--- src/tcid_pkg.sv ---
// constants, field layouts and carrier types for the invalidation decoder
// assumes descriptors arrive whole, 256 bits wide, low half first in bits
`default_nettype none
package tcid_pkg;
	// ----------------------------------------------------------------
	// descriptor layout
	// ----------------------------------------------------------------
	localparam int DESC_W      = 256;
	localparam int HALF_W      = 128;
	localparam int TYPE_LO_HI  = 3;
	localparam int TYPE_LO_LO  = 0;
	localparam int TYPE_HI_HI  = 11;
	localparam int TYPE_HI_LO  = 9;
	localparam int GRAN_HI     = 5;
	localparam int GRAN_LO     = 4;
	localparam int WR_FLUSH_B  = 6;
	localparam int RD_FLUSH_B  = 7;
	localparam int TAG_HI      = 31;
	localparam int TAG_LO      = 16;
	localparam int SID_HI      = 47;
	localparam int SID_LO      = 32;
	localparam int FM_HI       = 49;
	localparam int FM_LO       = 48;
	localparam int PASID_HI    = 51;
	localparam int PASID_LO    = 32;
	localparam int MASK_HI     = 69;
	localparam int MASK_LO     = 64;
	localparam int HINT_B      = 70;
	localparam int ADDR_HI     = 127;
	localparam int ADDR_LO     = 76;
	localparam int PAGE_SHIFT  = 12;
	localparam int ADDR_W      = 64;
	// ----------------------------------------------------------------
	// type and granularity codes
	// ----------------------------------------------------------------
	localparam logic [6:0] TYPE_CTX   = 7'h01;
	localparam logic [6:0] TYPE_TLB   = 7'h02;
	localparam logic [6:0] TYPE_PC    = 7'h07;
	localparam logic [1:0] CTX_GLOBAL = 2'h1;
	localparam logic [1:0] CTX_DOMAIN = 2'h2;
	localparam logic [1:0] CTX_DEVICE = 2'h3;
	localparam logic [1:0] PC_DOMAIN  = 2'h0;
	localparam logic [1:0] PC_PASID   = 2'h1;
	localparam logic [1:0] PC_GLOBAL  = 2'h3;
	localparam logic [1:0] TLB_GLOBAL = 2'h1;
	localparam logic [1:0] TLB_DOMAIN = 2'h2;
	localparam logic [1:0] TLB_PAGE   = 2'h3;
	localparam logic [1:0] TTM_LEGACY = 2'h0;
	localparam logic [1:0] TTM_SCALED = 2'h1;
	localparam logic [3:0] VER_ALWAYS_DRAIN = 4'h2;
	// ----------------------------------------------------------------
	// register map, byte offsets, fields, reset values
	// ----------------------------------------------------------------
	localparam logic [3:0]  OFS_CTRL   = 4'h0;
	localparam logic [3:0]  OFS_CAPS   = 4'h4;
	localparam logic [3:0]  OFS_STATUS = 4'h8;
	localparam logic [3:0]  OFS_COUNT  = 4'hC;
	localparam logic [31:0] CTRL_RESET = 32'h0000_0000;
	localparam int CTRL_W       = 5;
	localparam int CAP_TAGW_LO  = 0;
	localparam int CAP_MASK_LO  = 8;
	localparam int CAP_MAX_GUEST_WIDTH_LO  = 16;
	localparam int CAP_VER_LO   = 24;
	localparam int ST_ERR_B     = 0;
	localparam int ST_RDDR_B    = 1;
	localparam int ST_WRDR_B    = 2;
	localparam int ST_BUSY_B    = 3;
	localparam int ST_TYPE_LO   = 4;
	localparam int CNT_ERR_LO   = 16;

	typedef enum logic [3:0] {
		OP_CTX_ALL, OP_CTX_DOM, OP_CTX_DEV,
		OP_PC_DOM, OP_PC_PASID, OP_PC_ALL,
		OP_TLB_ALL, OP_TLB_DOM, OP_TLB_PAGE
	} tcid_op_t;

	// control register as software writes it
	typedef struct packed {
		logic       pageSelSupport;   // selective_page_support
		logic       flushNeeded;      // write_buffer_flush_needed
		logic [1:0] tableMode;        // table_mode_field
		logic       wide256;          // queue holds 256-bit descriptors
	} tcid_ctrl_t;

	// one invalidation order for the translation caches
	typedef struct packed {
		tcid_op_t          op;
		logic [15:0]       domainTag;
		logic [19:0]       pasid;
		logic [15:0]       sourceId;
		logic [1:0]        fnMask;
		logic [ADDR_W-1:0] pageAddr;     // masked, page aligned
		logic [5:0]        pageMask;     // page_range_mask
		logic              leafSsByAddr; // stage-two/pass-through leaves
		logic              leafFsByAddr; // stage-one/nested leaves
		logic              walkSsDrop;   // drop stage-two walk entries
		logic              legacy;
	} tcid_cmd_t;
endpackage
`default_nettype wire

--- src/tcid_decoder.sv ---
// invalidation descriptor decoder: checks, decodes and issues descriptors
// assumes a fetch unit offering one descriptor at a time, caches that
// accept orders by valid/ready, and a flush unit answering with a pulse
//
// Functional notes
// - flush write buffer before context invalidation
// - process-space flush needs 256-bit queue
// - type is bits 11:9 and 3:0; 7h
// - type 2h is translation cache flush
// - process-space granularity domain, pasid, global
// - process-space granularity 10b is invalid
// - domain tag bits above width ignored
// - pasid ignored for domain granularity
// - wider invalidation allowed, never narrower
// - 128-bit form must match queue width
// - granularity 01b flushes everything
// - granularity 10b flushes by domain tag
// - page-selective invalid without support
// - page match by kind and mode
// - hint keeps stage-two walk entries
// - translation granularity 00b is invalid
// - drain flags, forced from version 2
// - ignore high address, unused tag/hint
// - address mask selects aligned range
// - mask n clears page bits 12..11+n
`timescale 1ns/1ps
`default_nettype none
module tcid_decoder #(
	parameter int         TAG_WIDTH = 16,
	parameter int         MAX_GUEST = 48,
	parameter int         MAX_MASK  = 18,
	parameter logic [3:0] MAJOR_VER = 4'h1
) (
	// clock and reset
	input  wire logic                  clk,
	input  wire logic                  rstn,
	// register bus
	input  wire logic [3:0]            avsAddress,
	input  wire logic                  avsRead,
	input  wire logic                  avsWrite,
	input  wire logic [31:0]           avsWritedata,
	input  wire logic [3:0]            avsByteenable,
	output logic      [31:0]           avsReaddata,
	output logic                       avsWaitrequest,
	// descriptor from fetch logic
	input  wire logic                  descValid,
	input  wire logic [255:0]          descData,
	output logic                       descReady,
	// error report to queue error logic
	output logic                       descInvalid,
	// write buffer flush
	output logic                       wbFlushReq,
	input  wire logic                  wbFlushDone,
	// orders to the translation caches
	output logic                       cmdValid,
	output tcid_pkg::tcid_cmd_t        cmdData,
	input  wire logic                  cmdReady,
	// drain obligations until next wait descriptor
	output logic                       drainReads,
	output logic                       drainWrites,
	input  wire logic                  waitDone
);
	// ----------------------------------------------------------------
	// helpers
	// ----------------------------------------------------------------
	// keep the low n bits of a tag
	function automatic logic [15:0] tagKeep(input int n);
		logic [15:0] m;
		m = '0;
		for (int i = 0; i < 16; i++)
		begin
			m[i] = (i < n);
		end
		return m;
	endfunction

	// page bits kept: below guest width, outside the masked range
	function automatic logic [63:0] addrKeep(input logic [5:0] am,
		input int guest);
		logic [63:0] m;
		m = '0;
		for (int i = 0; i < 64; i++)
		begin
			m[i] = (i >= tcid_pkg::PAGE_SHIFT) && (i < guest)
				&& (i >= tcid_pkg::PAGE_SHIFT + int'(am));
		end
		return m;
	endfunction

	localparam logic [15:0] TAG_KEEP = tagKeep(TAG_WIDTH);

	typedef enum logic [1:0] {ST_IDLE, ST_FLUSH, ST_ISSUE} tcid_state_t;

	// ----------------------------------------------------------------
	// registers
	// ----------------------------------------------------------------
	tcid_pkg::tcid_ctrl_t ctrl_q;
	tcid_state_t          state_q;
	tcid_pkg::tcid_cmd_t  cmd_q;
	logic                 errSticky_q;
	logic                 invalid_q;
	logic                 rdDrain_q;
	logic                 wrDrain_q;
	logic                 pendRd_q;
	logic                 pendWr_q;
	logic [6:0]           lastType_q;
	logic [15:0]          doneCnt_q;
	logic [15:0]          errCnt_q;
	logic                 resp_q;
	logic [31:0]          rdata_q;

	// ----------------------------------------------------------------
	// decode, purely combinational on the offered descriptor
	// ----------------------------------------------------------------
	logic [6:0]          decType;
	logic [1:0]          gran;
	logic                upperZero;
	logic                bad;
	tcid_pkg::tcid_cmd_t cmdD;
	logic                wantRd;
	logic                wantWr;
	logic [5:0]          am;
	logic [63:0]         rawAddr;
	logic [15:0]         tag;

	always_comb
	begin
		decType = {descData[tcid_pkg::TYPE_HI_HI:tcid_pkg::TYPE_HI_LO],
			descData[tcid_pkg::TYPE_LO_HI:tcid_pkg::TYPE_LO_LO]};
		gran      = descData[tcid_pkg::GRAN_HI:tcid_pkg::GRAN_LO];
		upperZero = (descData[tcid_pkg::DESC_W-1:tcid_pkg::HALF_W] == '0);
		am        = descData[tcid_pkg::MASK_HI:tcid_pkg::MASK_LO];
		rawAddr   = {descData[tcid_pkg::ADDR_HI:tcid_pkg::ADDR_LO],
			{tcid_pkg::PAGE_SHIFT{1'b0}}};
		tag = descData[tcid_pkg::TAG_HI:tcid_pkg::TAG_LO] & TAG_KEEP;
		bad    = 1'b0;
		wantRd = 1'b0;
		wantWr = 1'b0;
		cmdD              = '0;
		cmdD.domainTag    = tag;
		cmdD.legacy       = (ctrl_q.tableMode == tcid_pkg::TTM_LEGACY);
		unique case (decType)
			tcid_pkg::TYPE_CTX:
			begin
				// 128-bit form: upper half only zero padding
				bad = ctrl_q.wide256 && !upperZero;
				cmdD.sourceId = descData[tcid_pkg::SID_HI:tcid_pkg::SID_LO];
				cmdD.fnMask   = descData[tcid_pkg::FM_HI:tcid_pkg::FM_LO];
				unique case (gran)
					tcid_pkg::CTX_GLOBAL:
						cmdD.op = tcid_pkg::OP_CTX_ALL;
					tcid_pkg::CTX_DOMAIN:
						// context entries carry no tag in scalable mode
						cmdD.op = (ctrl_q.tableMode == tcid_pkg::TTM_SCALED)
							? tcid_pkg::OP_CTX_ALL : tcid_pkg::OP_CTX_DOM;
					tcid_pkg::CTX_DEVICE:
						cmdD.op = tcid_pkg::OP_CTX_DEV;
					default:
						bad = 1'b1;
				endcase
				if (ctrl_q.tableMode == tcid_pkg::TTM_SCALED)
				begin
					cmdD.domainTag = '0;
				end
			end
			tcid_pkg::TYPE_PC:
			begin
				bad = !ctrl_q.wide256;
				cmdD.pasid = descData[tcid_pkg::PASID_HI:tcid_pkg::PASID_LO];
				unique case (gran)
					tcid_pkg::PC_DOMAIN:
					begin
						cmdD.op    = tcid_pkg::OP_PC_DOM;
						cmdD.pasid = '0;
					end
					tcid_pkg::PC_PASID:
						cmdD.op = tcid_pkg::OP_PC_PASID;
					tcid_pkg::PC_GLOBAL:
					begin
						cmdD.op        = tcid_pkg::OP_PC_ALL;
						cmdD.domainTag = '0;
						cmdD.pasid     = '0;
					end
					default:
						bad = 1'b1;
				endcase
			end
			tcid_pkg::TYPE_TLB:
			begin
				bad = ctrl_q.wide256 && !upperZero;
				// version 2 and later drain regardless of the flags
				wantRd = descData[tcid_pkg::RD_FLUSH_B]
					|| (MAJOR_VER >= tcid_pkg::VER_ALWAYS_DRAIN);
				wantWr = descData[tcid_pkg::WR_FLUSH_B]
					|| (MAJOR_VER >= tcid_pkg::VER_ALWAYS_DRAIN);
				unique case (gran)
					tcid_pkg::TLB_GLOBAL:
					begin
						cmdD.op        = tcid_pkg::OP_TLB_ALL;
						cmdD.domainTag = '0;
						cmdD.walkSsDrop = 1'b1;
					end
					tcid_pkg::TLB_DOMAIN:
					begin
						cmdD.op         = tcid_pkg::OP_TLB_DOM;
						cmdD.walkSsDrop = 1'b1;
					end
					tcid_pkg::TLB_PAGE:
					begin
						// a mask beyond the advertised maximum is refused
						bad = bad || !ctrl_q.pageSelSupport
							|| (int'(am) > MAX_MASK);
						cmdD.op       = tcid_pkg::OP_TLB_PAGE;
						cmdD.pageMask = am;
						cmdD.pageAddr = rawAddr
							& addrKeep(am, MAX_GUEST);
						cmdD.leafSsByAddr = 1'b1;
						cmdD.leafFsByAddr = cmdD.legacy;
						cmdD.walkSsDrop   =
							!descData[tcid_pkg::HINT_B];
					end
					default:
						bad = 1'b1;
				endcase
			end
			default:
				bad = 1'b1;
		endcase
	end

	// ----------------------------------------------------------------
	// sequencing
	// ----------------------------------------------------------------
	logic take;
	logic issued;
	logic regWr;

	assign descReady = (state_q == ST_IDLE);
	assign take      = descValid && descReady;
	assign issued    = cmdValid && cmdReady;
	assign cmdValid  = (state_q == ST_ISSUE);
	assign cmdData   = cmd_q;
	assign wbFlushReq = (state_q == ST_FLUSH);
	assign descInvalid = invalid_q;
	assign drainReads  = rdDrain_q;
	assign drainWrites = wrDrain_q;

	// state machine: idle, optional flush, issue
	always_ff @(posedge clk)
	begin
		if (!rstn)
		begin
			state_q <= ST_IDLE;
		end
		else
		begin
			unique case (state_q)
				ST_IDLE:
					if (take && !bad)
					begin
						// flush must finish before the context order leaves
						state_q <= (decType == tcid_pkg::TYPE_CTX
							&& ctrl_q.flushNeeded) ? ST_FLUSH : ST_ISSUE;
					end
				ST_FLUSH:
					if (wbFlushDone)
					begin
						state_q <= ST_ISSUE;
					end
				ST_ISSUE:
					if (cmdReady)
					begin
						state_q <= ST_IDLE;
					end
			endcase
		end
	end

	// order held stable while offered to the caches
	always_ff @(posedge clk)
	begin
		if (!rstn)
		begin
			cmd_q    <= '0;
			pendRd_q <= 1'b0;
			pendWr_q <= 1'b0;
		end
		else if (take && !bad)
		begin
			cmd_q    <= cmdD;
			pendRd_q <= wantRd;
			pendWr_q <= wantWr;
		end
	end

	// error pulse and sticky flag; a new error beats a clear
	always_ff @(posedge clk)
	begin
		if (!rstn)
		begin
			invalid_q   <= 1'b0;
			errSticky_q <= 1'b0;
		end
		else
		begin
			invalid_q <= take && bad;
			if (take && bad)
			begin
				errSticky_q <= 1'b1;
			end
			else if (regWr && avsAddress == tcid_pkg::OFS_STATUS
				&& avsByteenable[0] && avsWritedata[tcid_pkg::ST_ERR_B])
			begin
				errSticky_q <= 1'b0;
			end
		end
	end

	// drain obligations; a new obligation beats the wait completion
	always_ff @(posedge clk)
	begin
		if (!rstn)
		begin
			rdDrain_q <= 1'b0;
			wrDrain_q <= 1'b0;
		end
		else
		begin
			if (issued && pendRd_q)
			begin
				rdDrain_q <= 1'b1;
			end
			else if (waitDone)
			begin
				rdDrain_q <= 1'b0;
			end
			if (issued && pendWr_q)
			begin
				wrDrain_q <= 1'b1;
			end
			else if (waitDone)
			begin
				wrDrain_q <= 1'b0;
			end
		end
	end

	// counters and last type seen, wrap silently
	always_ff @(posedge clk)
	begin
		if (!rstn)
		begin
			doneCnt_q  <= '0;
			errCnt_q   <= '0;
			lastType_q <= '0;
		end
		else
		begin
			if (take)
			begin
				lastType_q <= decType;
			end
			if (issued)
			begin
				doneCnt_q <= doneCnt_q + 16'h0001;
			end
			if (take && bad)
			begin
				errCnt_q <= errCnt_q + 16'h0001;
			end
		end
	end

	// ----------------------------------------------------------------
	// register bus: one wait cycle on every access
	// ----------------------------------------------------------------
	logic [31:0] rdMux;

	assign avsWaitrequest = (avsRead || avsWrite) && !resp_q;
	assign regWr          = avsWrite && resp_q;
	assign avsReaddata    = rdata_q;

	always_comb
	begin
		rdMux = '0;
		unique case (avsAddress)
			tcid_pkg::OFS_CTRL:
				rdMux = 32'(ctrl_q);
			tcid_pkg::OFS_CAPS:
				rdMux = (32'(TAG_WIDTH) << tcid_pkg::CAP_TAGW_LO)
					| (32'(MAX_MASK) << tcid_pkg::CAP_MASK_LO)
					| (32'(MAX_GUEST) << tcid_pkg::CAP_MAX_GUEST_WIDTH_LO)
					| (32'(MAJOR_VER) << tcid_pkg::CAP_VER_LO);
			tcid_pkg::OFS_STATUS:
				rdMux = (32'(errSticky_q) << tcid_pkg::ST_ERR_B)
					| (32'(rdDrain_q) << tcid_pkg::ST_RDDR_B)
					| (32'(wrDrain_q) << tcid_pkg::ST_WRDR_B)
					| (32'(state_q != ST_IDLE) << tcid_pkg::ST_BUSY_B)
					| (32'(lastType_q) << tcid_pkg::ST_TYPE_LO);
			tcid_pkg::OFS_COUNT:
				rdMux = {errCnt_q, doneCnt_q};
			default:
				rdMux = '0;
		endcase
	end

	// answer handshake and read data capture
	always_ff @(posedge clk)
	begin
		if (!rstn)
		begin
			resp_q  <= 1'b0;
			rdata_q <= '0;
		end
		else
		begin
			resp_q <= (avsRead || avsWrite) && !resp_q;
			if (avsRead && !resp_q)
			begin
				rdata_q <= rdMux;
			end
		end
	end

	// control register, only the low byte holds bits
	always_ff @(posedge clk)
	begin
		if (!rstn)
		begin
			ctrl_q <= tcid_pkg::tcid_ctrl_t'(
				tcid_pkg::CTRL_RESET[tcid_pkg::CTRL_W-1:0]);
		end
		else if (regWr && avsAddress == tcid_pkg::OFS_CTRL
			&& avsByteenable[0])
		begin
			ctrl_q <= tcid_pkg::tcid_ctrl_t'(
				avsWritedata[tcid_pkg::CTRL_W-1:0]);
		end
	end
endmodule
`default_nettype wire

--- config.mk ---
export PLATFORM = sky130hd
export DESIGN_NAME = tcid_decoder
export DESIGN_NICKNAME = d
export VERILOG_FILES = /design/src/tcid_pkg.sv /design/src/tcid_decoder.sv
export SDC_FILE = /design/constraint.sdc
export NUM_CORES = 1
export LEC_CHECK = 0
export ABC_AREA = 1
export BUFFER_PORTS_ARGS = -buffer_cell sky130_fd_sc_hd__buf_2
export CAP_MARGIN = 0
export CORE_AREA = 2 2 186 188
export DETAILED_ROUTE_END_ITERATION = 12
export DIE_AREA = 0 0 188 190
export GPL_TIMING_DRIVEN = 0
export PLACE_DENSITY = 0.64
export RECOVER_POWER = 100
export SLEW_MARGIN = 10
export SYNTH_ARGS = -nofsm -noshare
export SYNTH_HDL_FRONTEND = slang
export SYNTH_SLANG_ARGS = --single-unit
export TNS_END_PERCENT = 50
--- constraint.sdc ---
create_clock -name clk -period 3.08 [get_ports clk]
set_input_delay 0.462 -clock clk [delete_from_list [all_inputs] [get_ports clk]]
set_output_delay 0.462 -clock clk [all_outputs]
set_load 0.01 [all_outputs]
* Yosys cells after proc, flatten, opt, wreduce, memory -nomap -nowiden
Index checks and enable logic that the tools add are counted.
Word-level totals: register bits 217, bits in latches 0, memory bits (writable) 0, memory bits (read-only) 0, output and inout port bits 171, logic and storage cells 157, memories 0
Cells by class: $add $sub $neg 3, $mul 0, divide/modulo/power cells 0, order comparisons 37, equality and inequality tests 15, shifts and indexed selects 0, multiplexer cells 31, bitwise operators 5, reductions and logical operators 39
Operators with widths (count):
- 6-bit by 32-bit greater-or-equal comparator with 1-bit output (first input constant) | 16
- 7-bit by 32-bit greater-or-equal comparator with 1-bit output (first input constant) | 16
- 5-bit by 32-bit greater-or-equal comparator with 1-bit output (first input constant) | 4
- 128-bit logical NOT | 1
- 32-bit one-hot mux with 4 select lines | 1
- 73-bit 2-to-1 mux | 1
- 72-bit 2-to-1 mux | 1
- 64-bit by 48-bit bitwise AND with 64-bit output | 1
- 20-bit one-hot mux with 3 select lines | 1
- 16-bit 2-to-1 mux | 3
- 20-bit 2-to-1 mux | 2
- 16-bit by 1-bit adder with 16-bit output (second input constant) | 2
- 18-bit 2-to-1 mux | 1
- 1-bit logical AND | 16
- 4-bit one-hot mux with 3 select lines | 1
- 4-bit by 11-bit bitwise OR with 11-bit output | 1
- 1-bit 2-to-1 mux | 10
- 3-bit one-hot mux with 3 select lines | 1
- 4-bit equality test (second input constant) | 2
- 2-bit 2-to-1 mux | 4
- 2-bit nonzero test | 4
- 4-bit by 6-bit adder with 7-bit output (first input constant) | 1
- 7-bit by 1-bit equality test with 1-bit output (second input constant) | 1
- 7-bit by 2-bit equality test with 1-bit output (second input constant) | 1
- 20 further kinds | 38

* Longest topological paths before layout
Gate-level depths: netlist of the first run.
depth after elaboration 11, depth in mapped cells 15, depth with buffers taken out 14

* Worst setup path before layout of the first run
OpenSTA, ideal clock, no wires.
path type input to register, start point input port descData[66], end point register cmd_q, in the netlist cmdData[53], setup time 70 ps, arrival time 1946 ps, required time 3010 ps, setup slack 1064 ps, cell stages on the path 14, buffers on the path 0, cell sequence inv_1 ha_1 or2_1 nand2_1 o21ai_0 inv_1 nand2_1 inv_1 nor2_2 inv_1 nand2_1 a31oi_1 nand2_1 a21oi_1
Between the ends: cells in the longest elaborated chain, start to end 6
RTL lines:
- from (decl) | RTL line tcid_decoder.sv:47 | input wire logic [255:0] descData,
- branches (longest 6 deep; another with 7-bit by 32-bit greater-or-equal comparator with 1-bit output)
- to (signal assigned) | RTL line tcid_decoder.sv:290 | cmd_q <= cmdD;
- to (decl) | RTL line tcid_decoder.sv:99 | tcid_pkg::tcid_cmd_t cmd_q;
Several ways; the timed one is not identified. A chain may end at the register's enable or synchronous reset.

* Worst setup path in the final report of the first run
start point input port descData[4], end point register cmd_q, in the netlist cmdData[84]
Between the ends: cells in the longest elaborated chain, start to end 6
RTL lines:
- 2-bit by 1-bit equality test with 1-bit output, or another cell as far along | RTL line tcid_decoder.sv:149, tcid_decoder.sv:170, tcid_decoder.sv:196
- 2-bit OR reduction (no line) or 3-bit OR reduction (tied branches)
- 1-bit one-hot mux with 2 select lines, or another cell as far along | RTL line tcid_decoder.sv:196 | unique case (gran)
- 1-bit one-hot mux with 3 select lines (*) | RTL line tcid_decoder.sv:142 | unique case (decType)
- 1-bit logical NOT (*) | RTL line tcid_decoder.sv:288 | else if (take && !bad)
- 1-bit logical AND (*) | RTL line tcid_decoder.sv:288
Every way passes the cells marked *; elsewhere a longest branch is shown, timed or not.

==> results of run 1 <==
[report_power, final]
part | leakage (nW) | internal, mW | switching (mW)
Sequential | 1.53 | 2.51 | 0.0426
Combinational | 2.90 | 0.287 | 0.541
Clock | 0.308 | 1.27 | 1.14
Total | 4.73 | 4.07 | 1.73
[sequential cells by signal (all words and copies together), names as in the netlist]
name,cells
pendRd_q,1
ctrl_q,5
state_q,2
errCnt_q,16
doneCnt_q,16
errSticky_q,1
pendWr_q,1
avsReaddata,32
drainReads,1
resp_q,1
cmdData,104
descInvalid,1
lastType_q,7
drainWrites,1
[layer usage]
layer  up-vias  part of all wire (%)
met5         -                 0.054
met3        52                   6.4
met1      4868                    43
met2       432                    48
li1       5199                     -
met4         4                   2.4
[cell usage in the layout (no fill, tap or decap), drive strengths merged, types with 8 or more instances in the layout]
cell / n
inv: 94
nor2: 171
a21oi: 182
nor3: 28
buf: 281
xor2: 8
conb: 28
o21ai: 58
ha: 17
a21boi: 14
nand2: 382
dfxtp: 189
nand3: 75
clkbuf: 208
[worst paths after layout]
| kind | start | end | slack (ns) | depth (start not counted) |
|---|---|---|---|---|
| setup / recovery | descData[4] | cmdData[84] | 0.37 | 14 |
| setup reg to reg | state_q[0] | doneCnt_q[14] | 0.56 | 11 |
| hold reg to reg | cmdData[9] | cmdData[9] | 0.44 | 2 |
| hold / removal | descData[26] | cmdData[122] | 0.26 | 3 |
[metrics by stage]
step / total power [mW] / util [%] / setup slack [ns]
floorplan: 3.04 / - / 1.06
global placement: 3.43 / 34.6 / 0.167
detailed placement: 3.44 / 34.6 / 0.129
CTS: 5.85 / 36.5 / 0.596
global route: 6.03 / 35.9 / 0.209
finish: 5.80 / 35.9 / 0.375
[cell families (layout without fill, tap and decap cells)]
family	count (synthesis)	in the layout	synth area share [%]
buffers and inverters	181	590	9.29
adders and majority gates	17	17	2.31
DFF	189	189	41.1
AOI/OAI and AO/OA	277	277	16.1
xor gates and xnor gates	12	12	1.14
and+or+nand+nor	675	675	29.9
other	1	30	0.0408
[worst max-delay path: cells and delay by family]
kind | cells | cell delay, ns
AOI/OAI and AO/OA | 2 | 0.38
adders and majority gates | 1 | 0.19
buffers and inverters | 6 | 1.42
and+or+nand+nor | 5 | 0.62
[layout make-up]
type / instances / area, sq um
clock inverters: 14 / 196
diodes: 2 / 5.00
inverters: 87 / 329
flip-flops and latches: 189 / 3780
plain buffers: 94 / 509
multi-input cells: 1009 / 4640
well taps: 455 / 569
fillers: 3846 / 21800
repair buffers: 377 / 1710
clock buffers: 18 / 439
==> flow_summary.toml, run 1 <==
[setup_path]
critPathCaptureType = "flip-flop"
crit_slowest_cell = "sky130_fd_sc_hd__clkbuf_1"
timing_worst_setup_path_type = "in -> reg"
worstPathRequired_ns = 3.45
critical-path-max-stage-delay_ns = 0.42
timing.critical_path.fanout_max = 10
path_cells = "buf_2 -> ha_1 -> clkbuf_1 -> inv_1 -> nor2_1 -> a21oi_1 -> nand2_1 -> nand2_1 -> nand3_1 -> buf_6 -> inv_4 -> clkbuf_1 -> nand3_1 -> a21oi_1"
cp.arrival_ns = 3.07
setup.worst_path.start_class = "primary input"

[routing]
route.vias.total = 10555
drt-pass1-iter-count = 5
drcViolationCount = 0
drtAntennaViolNets = 0
wirelength_microns = 40700
initialDrtViolationCount = 665
detail_route.vias_per_cell = 4.70
wl_per_cell_microns = 18.1

[synthesis]
yosysMostFrequentCell = "sky130_fd_sc_hd__nand2_1"
yosysUniqueCellTypes = 42
synth_area_leader_cell = "sky130_fd_sc_hd__dfxtp_1"
yosys.area.top_type_share_pct = 41.1
async_flop_share_pct = 0
syn_area_sq_um = 9200
seq_area_frac_synth_pct = 41.1
synthFlopType = "sky130_fd_sc_hd__dfxtp_1"
synth-edff-count = 0
ys_seq_elements = 189
number_of_warnings_printed_during_yosys_synthesis = 0
synth_top_cells_by_count = "379 x sky130_fd_sc_hd__nand2_1, 189 x sky130_fd_sc_hd__dfxtp_1, 182 x sky130_fd_sc_hd__a21oi_1"
synthesis.instances = 1352
synth_area_leaders = "sky130_fd_sc_hd__dfxtp_1 41%, sky130_fd_sc_hd__nand2_1 15%, sky130_fd_sc_hd__a21oi_1 9.9%, sky130_fd_sc_hd__nor2_1 6.9%, sky130_fd_sc_hd__nand3_1 4.0%"
syn_area_per_cell_sq_um = 6.80

[floorplan]
placement_rows = 68
fp.dieH_microns = 190
design.die.area_sq_um = 35700
coreArea_sq_um = 33900
die_x_microns = 188
floorplan.initialDensity_pct = 27.1
pin_count = 475

[timing]
final_hold_viol_count = 0
timing.clock.skew_ns = 0.0164
finalMaxSlewViolations = 0
finalSetupTns_ns = 0
setup_viol = 0
rsz0062_at_grt = "no"
period_share_pct = 87.8
period_needed_ns = 2.71
max_freq_ghz = 0.370
slew_headroom_pct = 27.0
max_slew.worst_pin.slew_ns = 1.09
timing.hold.ws_ns = 0.262

[global_route]
grt_first_pass_wirelength_microns = 59400
met1_usage_pct = 27.6
grt_antenna_before_repair = 5
grt.overflow.total = 0
groute.layer.met2.usage_pct = 37.8
grt_most_used_layer = "met2"
grt_pass1_vias = 10121
grt_max_degree = 20
met3_usage_pct = 4.32
track_usage_pct = 22.1

[layout]
flow.area_growth_from_synthesis_pct = 32.4
post_route_insts_no_fill = 2245
final_layout_size_suffix_gt1_share_pct = 18.1
design.final.nets = 2096
final_cell_area_sq_um = 12200

[clock_tree]
holdBufCountCts = 0
tritoncts.num_buffers = 17
clk_latency_ns = 0.45
cts.repair.resized = 0
cts_htree_levels = 4
ctsLongestPathBuffers = 2
clkTransAtPathRegs_ns = 0.08
tritoncts = "yes"
cts_setup_buffers = 0
cts_root_buf = "sky130_fd_sc_hd__clkbuf_16"
cts_num_sinks = 189

[min_path]
min-delay-path-class = "in -> reg"

[place]
placed_cells = 2211
port_buffers = 377
placed_cell_area_sq_um = 11800
detailed_place_hpwl_microns = 32400
globalplace.congestion = 0.943

[flow_run]
max-cap-violations = 0

[run_status]
outcome = "complete, no violations"

[power_and_ir_drop]
power.ir.vdd_worst_v = 0.000385
power_per_unit_of_standard_cell_area_nw_per_um2 = 476
power_leakage_nw = 4.73
Note: power is estimated with default switching activity, not from simulation.
==> run 2: changes to the inputs <==
==> constraint.sdc (replaced) <==
create_clock -name clk -period 3.2 [get_ports clk]
set_input_delay 0.48 -clock clk [delete_from_list [all_inputs] [get_ports clk]]
set_output_delay 0.48 -clock clk [all_outputs]
set_load 0.01 [all_outputs]
==> run 2 against run 1 <==
Effect of this change:
- clock skew is essentially flat
- final cell count is the same
- clock power shrank 4%
- register-to-register slack better by 0.11 ns
- count of clock-buffer cells in the layout unchanged
- utilization about the same
- wire length about the same
- power down 3.7%
- critical endpoint unchanged
- largest cell class unchanged
==> flow_summary.toml, run 2 (same netlist as run 1, synthesis figures left out) <==
[clock_tree]
cts_htree_levels = 4
cts_setup_buffers = 0
holdBufCountCts = 0
cts_root_buf = "sky130_fd_sc_hd__clkbuf_16"
clk_latency_ns = 0.45
ctsLongestPathBuffers = 2
clkTransAtPathRegs_ns = 0.08
cts_num_sinks = 189
tritoncts.num_buffers = 17
cts.repair.resized = 0
tritoncts = "yes"

[place]
placed_cell_area_sq_um = 11800
globalplace.congestion = 0.943
port_buffers = 377
detailed_place_hpwl_microns = 32400
placed_cells = 2211

[min_path]
hold_critical_path_depth = 3
min-delay-path-class = "in -> reg"
min_from = "descData[26]"
timing.hold.worst_endpoint = "cmdData[122]"

[power_and_ir_drop]
power.ir.vdd_worst_v = 0.000361
power_per_unit_of_standard_cell_area_nw_per_um2 = 458
p_total_mw = 5.58
power_leakage_nw = 4.73

[timing]
period_share_pct = 86.2
rsz0062_at_grt = "no"
final_hold_viol_count = 0
max_slew.worst_pin.slew_ns = 1.11
timing.hold.ws_ns = 0.284
timing.clock.skew_ns = 0.0168
finalSetupTns_ns = 0
slew_headroom_pct = 26.1
finalMaxSlewViolations = 0
setup_viol = 0
period_needed_ns = 2.76
max_freq_ghz = 0.363

[routing]
drcViolationCount = 0
initialDrtViolationCount = 666
drt-pass1-iter-count = 5
wirelength_microns = 40700
wl_per_cell_microns = 18.1
detail_route.vias_per_cell = 4.70
route.vias.total = 10559
drtAntennaViolNets = 0

[global_route]
grt.overflow.total = 0
grt_first_pass_wirelength_microns = 59400
grt_pass1_vias = 10121
track_usage_pct = 22.1
grt_antenna_before_repair = 5
grt_max_degree = 20

[layout]
mostFrequentLayoutCell = "sky130_fd_sc_hd__nand2_1"
final_cell_area_sq_um = 12200
largest_register_ffs = 104
final_cell_mix = "381 x sky130_fd_sc_hd__nand2_1, 245 x sky130_fd_sc_hd__buf_2, 189 x sky130_fd_sc_hd__dfxtp_1, 186 x sky130_fd_sc_hd__clkbuf_1, 182 x sky130_fd_sc_hd__a21oi_1"
final_layout_size_suffix_gt1_share_pct = 18.2
design.final.nets = 2096
final.fill_count = 3847
flow.area_growth_from_synthesis_pct = 32.5
post_route_insts_no_fill = 2245

[setup_path]
setup.worst_path.start_class = "primary input"
timing.critical_path.fanout_max = 10
worstPathRequired_ns = 3.57
crit_slowest_cell = "sky130_fd_sc_hd__clkbuf_1"
cp.arrival_ns = 3.13
crit_path_frequent_cell = "sky130_fd_sc_hd__clkbuf_1"
r2r_end = "doneCnt_q[14]"
critPathCaptureType = "flip-flop"
cell_depth_of_the_worst_flop_to_flop_path = 11
path_cells = "clkbuf_1 -> ha_1 -> clkbuf_1 -> inv_1 -> nor2_1 -> a21oi_1 -> nand2_1 -> nand2_1 -> nand3_1 -> buf_6 -> inv_4 -> clkbuf_1 -> nand3_1 -> a21oi_1"
critical-path-max-stage-delay_ns = 0.42
timing.reg2reg.setup_slack_ns = 0.67
timing_worst_setup_path_type = "in -> reg"
critical_path.reg2reg.startpoint = "state_q[0]"

[floorplan]
design.die.area_sq_um = 35700
coreArea_sq_um = 33900
floorplan.initialDensity_pct = 27.1
fp.dieH_microns = 190
die_x_microns = 188
pin_count = 475
placement_rows = 68

[run_status]
outcome = "complete, no violations"

[flow_run]
max-cap-violations = 0
-- run 2: changes by cell type in the layout (fill, tap and decap cells not counted) --
cell	delta
sky130_fd_sc_hd__buf_2	+1
sky130_fd_sc_hd__clkbuf_1	-1
-- run 2: layer usage --
layer / track usage (%) / vias to the layer above / share of wire (%)
met2: 37.8 / 433 / 48
met5: 0 / - / 0.054
met1: 27.6 / 4857 / 43
met3: 4.32 / 62 / 6.3
met4: 7.69 / 4 / 2.6
li1: - / 5203 / -
-- run 2: worst max path at each step --
stage | from | endpoint | cells after the start
2_1_floorplan | descData[66] | cmdData[53] | 14
3_3_place_gp | descData[4] | cmdData[4] | 13
3_5_place_dp | descData[4] | cmdData[4] | 13
4_1_cts | descData[4] | cmdData[4] | 13
5_1_grt | descData[5] | cmdData[86] | 14
6_report | descData[5] | cmdData[84] | 14
-- run 2: power breakdown --
part | switching (mW) | internal, mW | total, mW
sequential | 0.0408 | 2.42 | 2.46
clock | 1.10 | 1.22 | 2.33
combinational | 0.522 | 0.277 | 0.799
-- run 2: critical path: cells and delay by family --
family / cells / cell delay (ns)
compound gates: 2 / 0.38
buf+inv: 6 / 1.44
simple gates: 5 / 0.62
fa+ha+maj: 1 / 0.20
-- run 2: cell type report --
cell class	count	area, sq um	area share (%)
Antenna cell	2	5.00	0.0411
Buffer	94	512	4.20
Clock buffer	18	439	3.61
Clock inverter	14	196	1.61
Inverter	87	329	2.70
Multi-Input combinational cell	1009	4640	38.1
Sequential cell	189	3780	31.1
Tap cell	455	569	4.67
Timing Repair Buffer	377	1710	14.0
-- run 2: per-stage QoR --
stage               util, %  setup WS [ns]
CTS                    36.5          0.698
finish                 35.9          0.442
detailed placement     34.6          0.231
global placement       34.6          0.269
floorplan                 -           1.17
global route           35.9          0.265
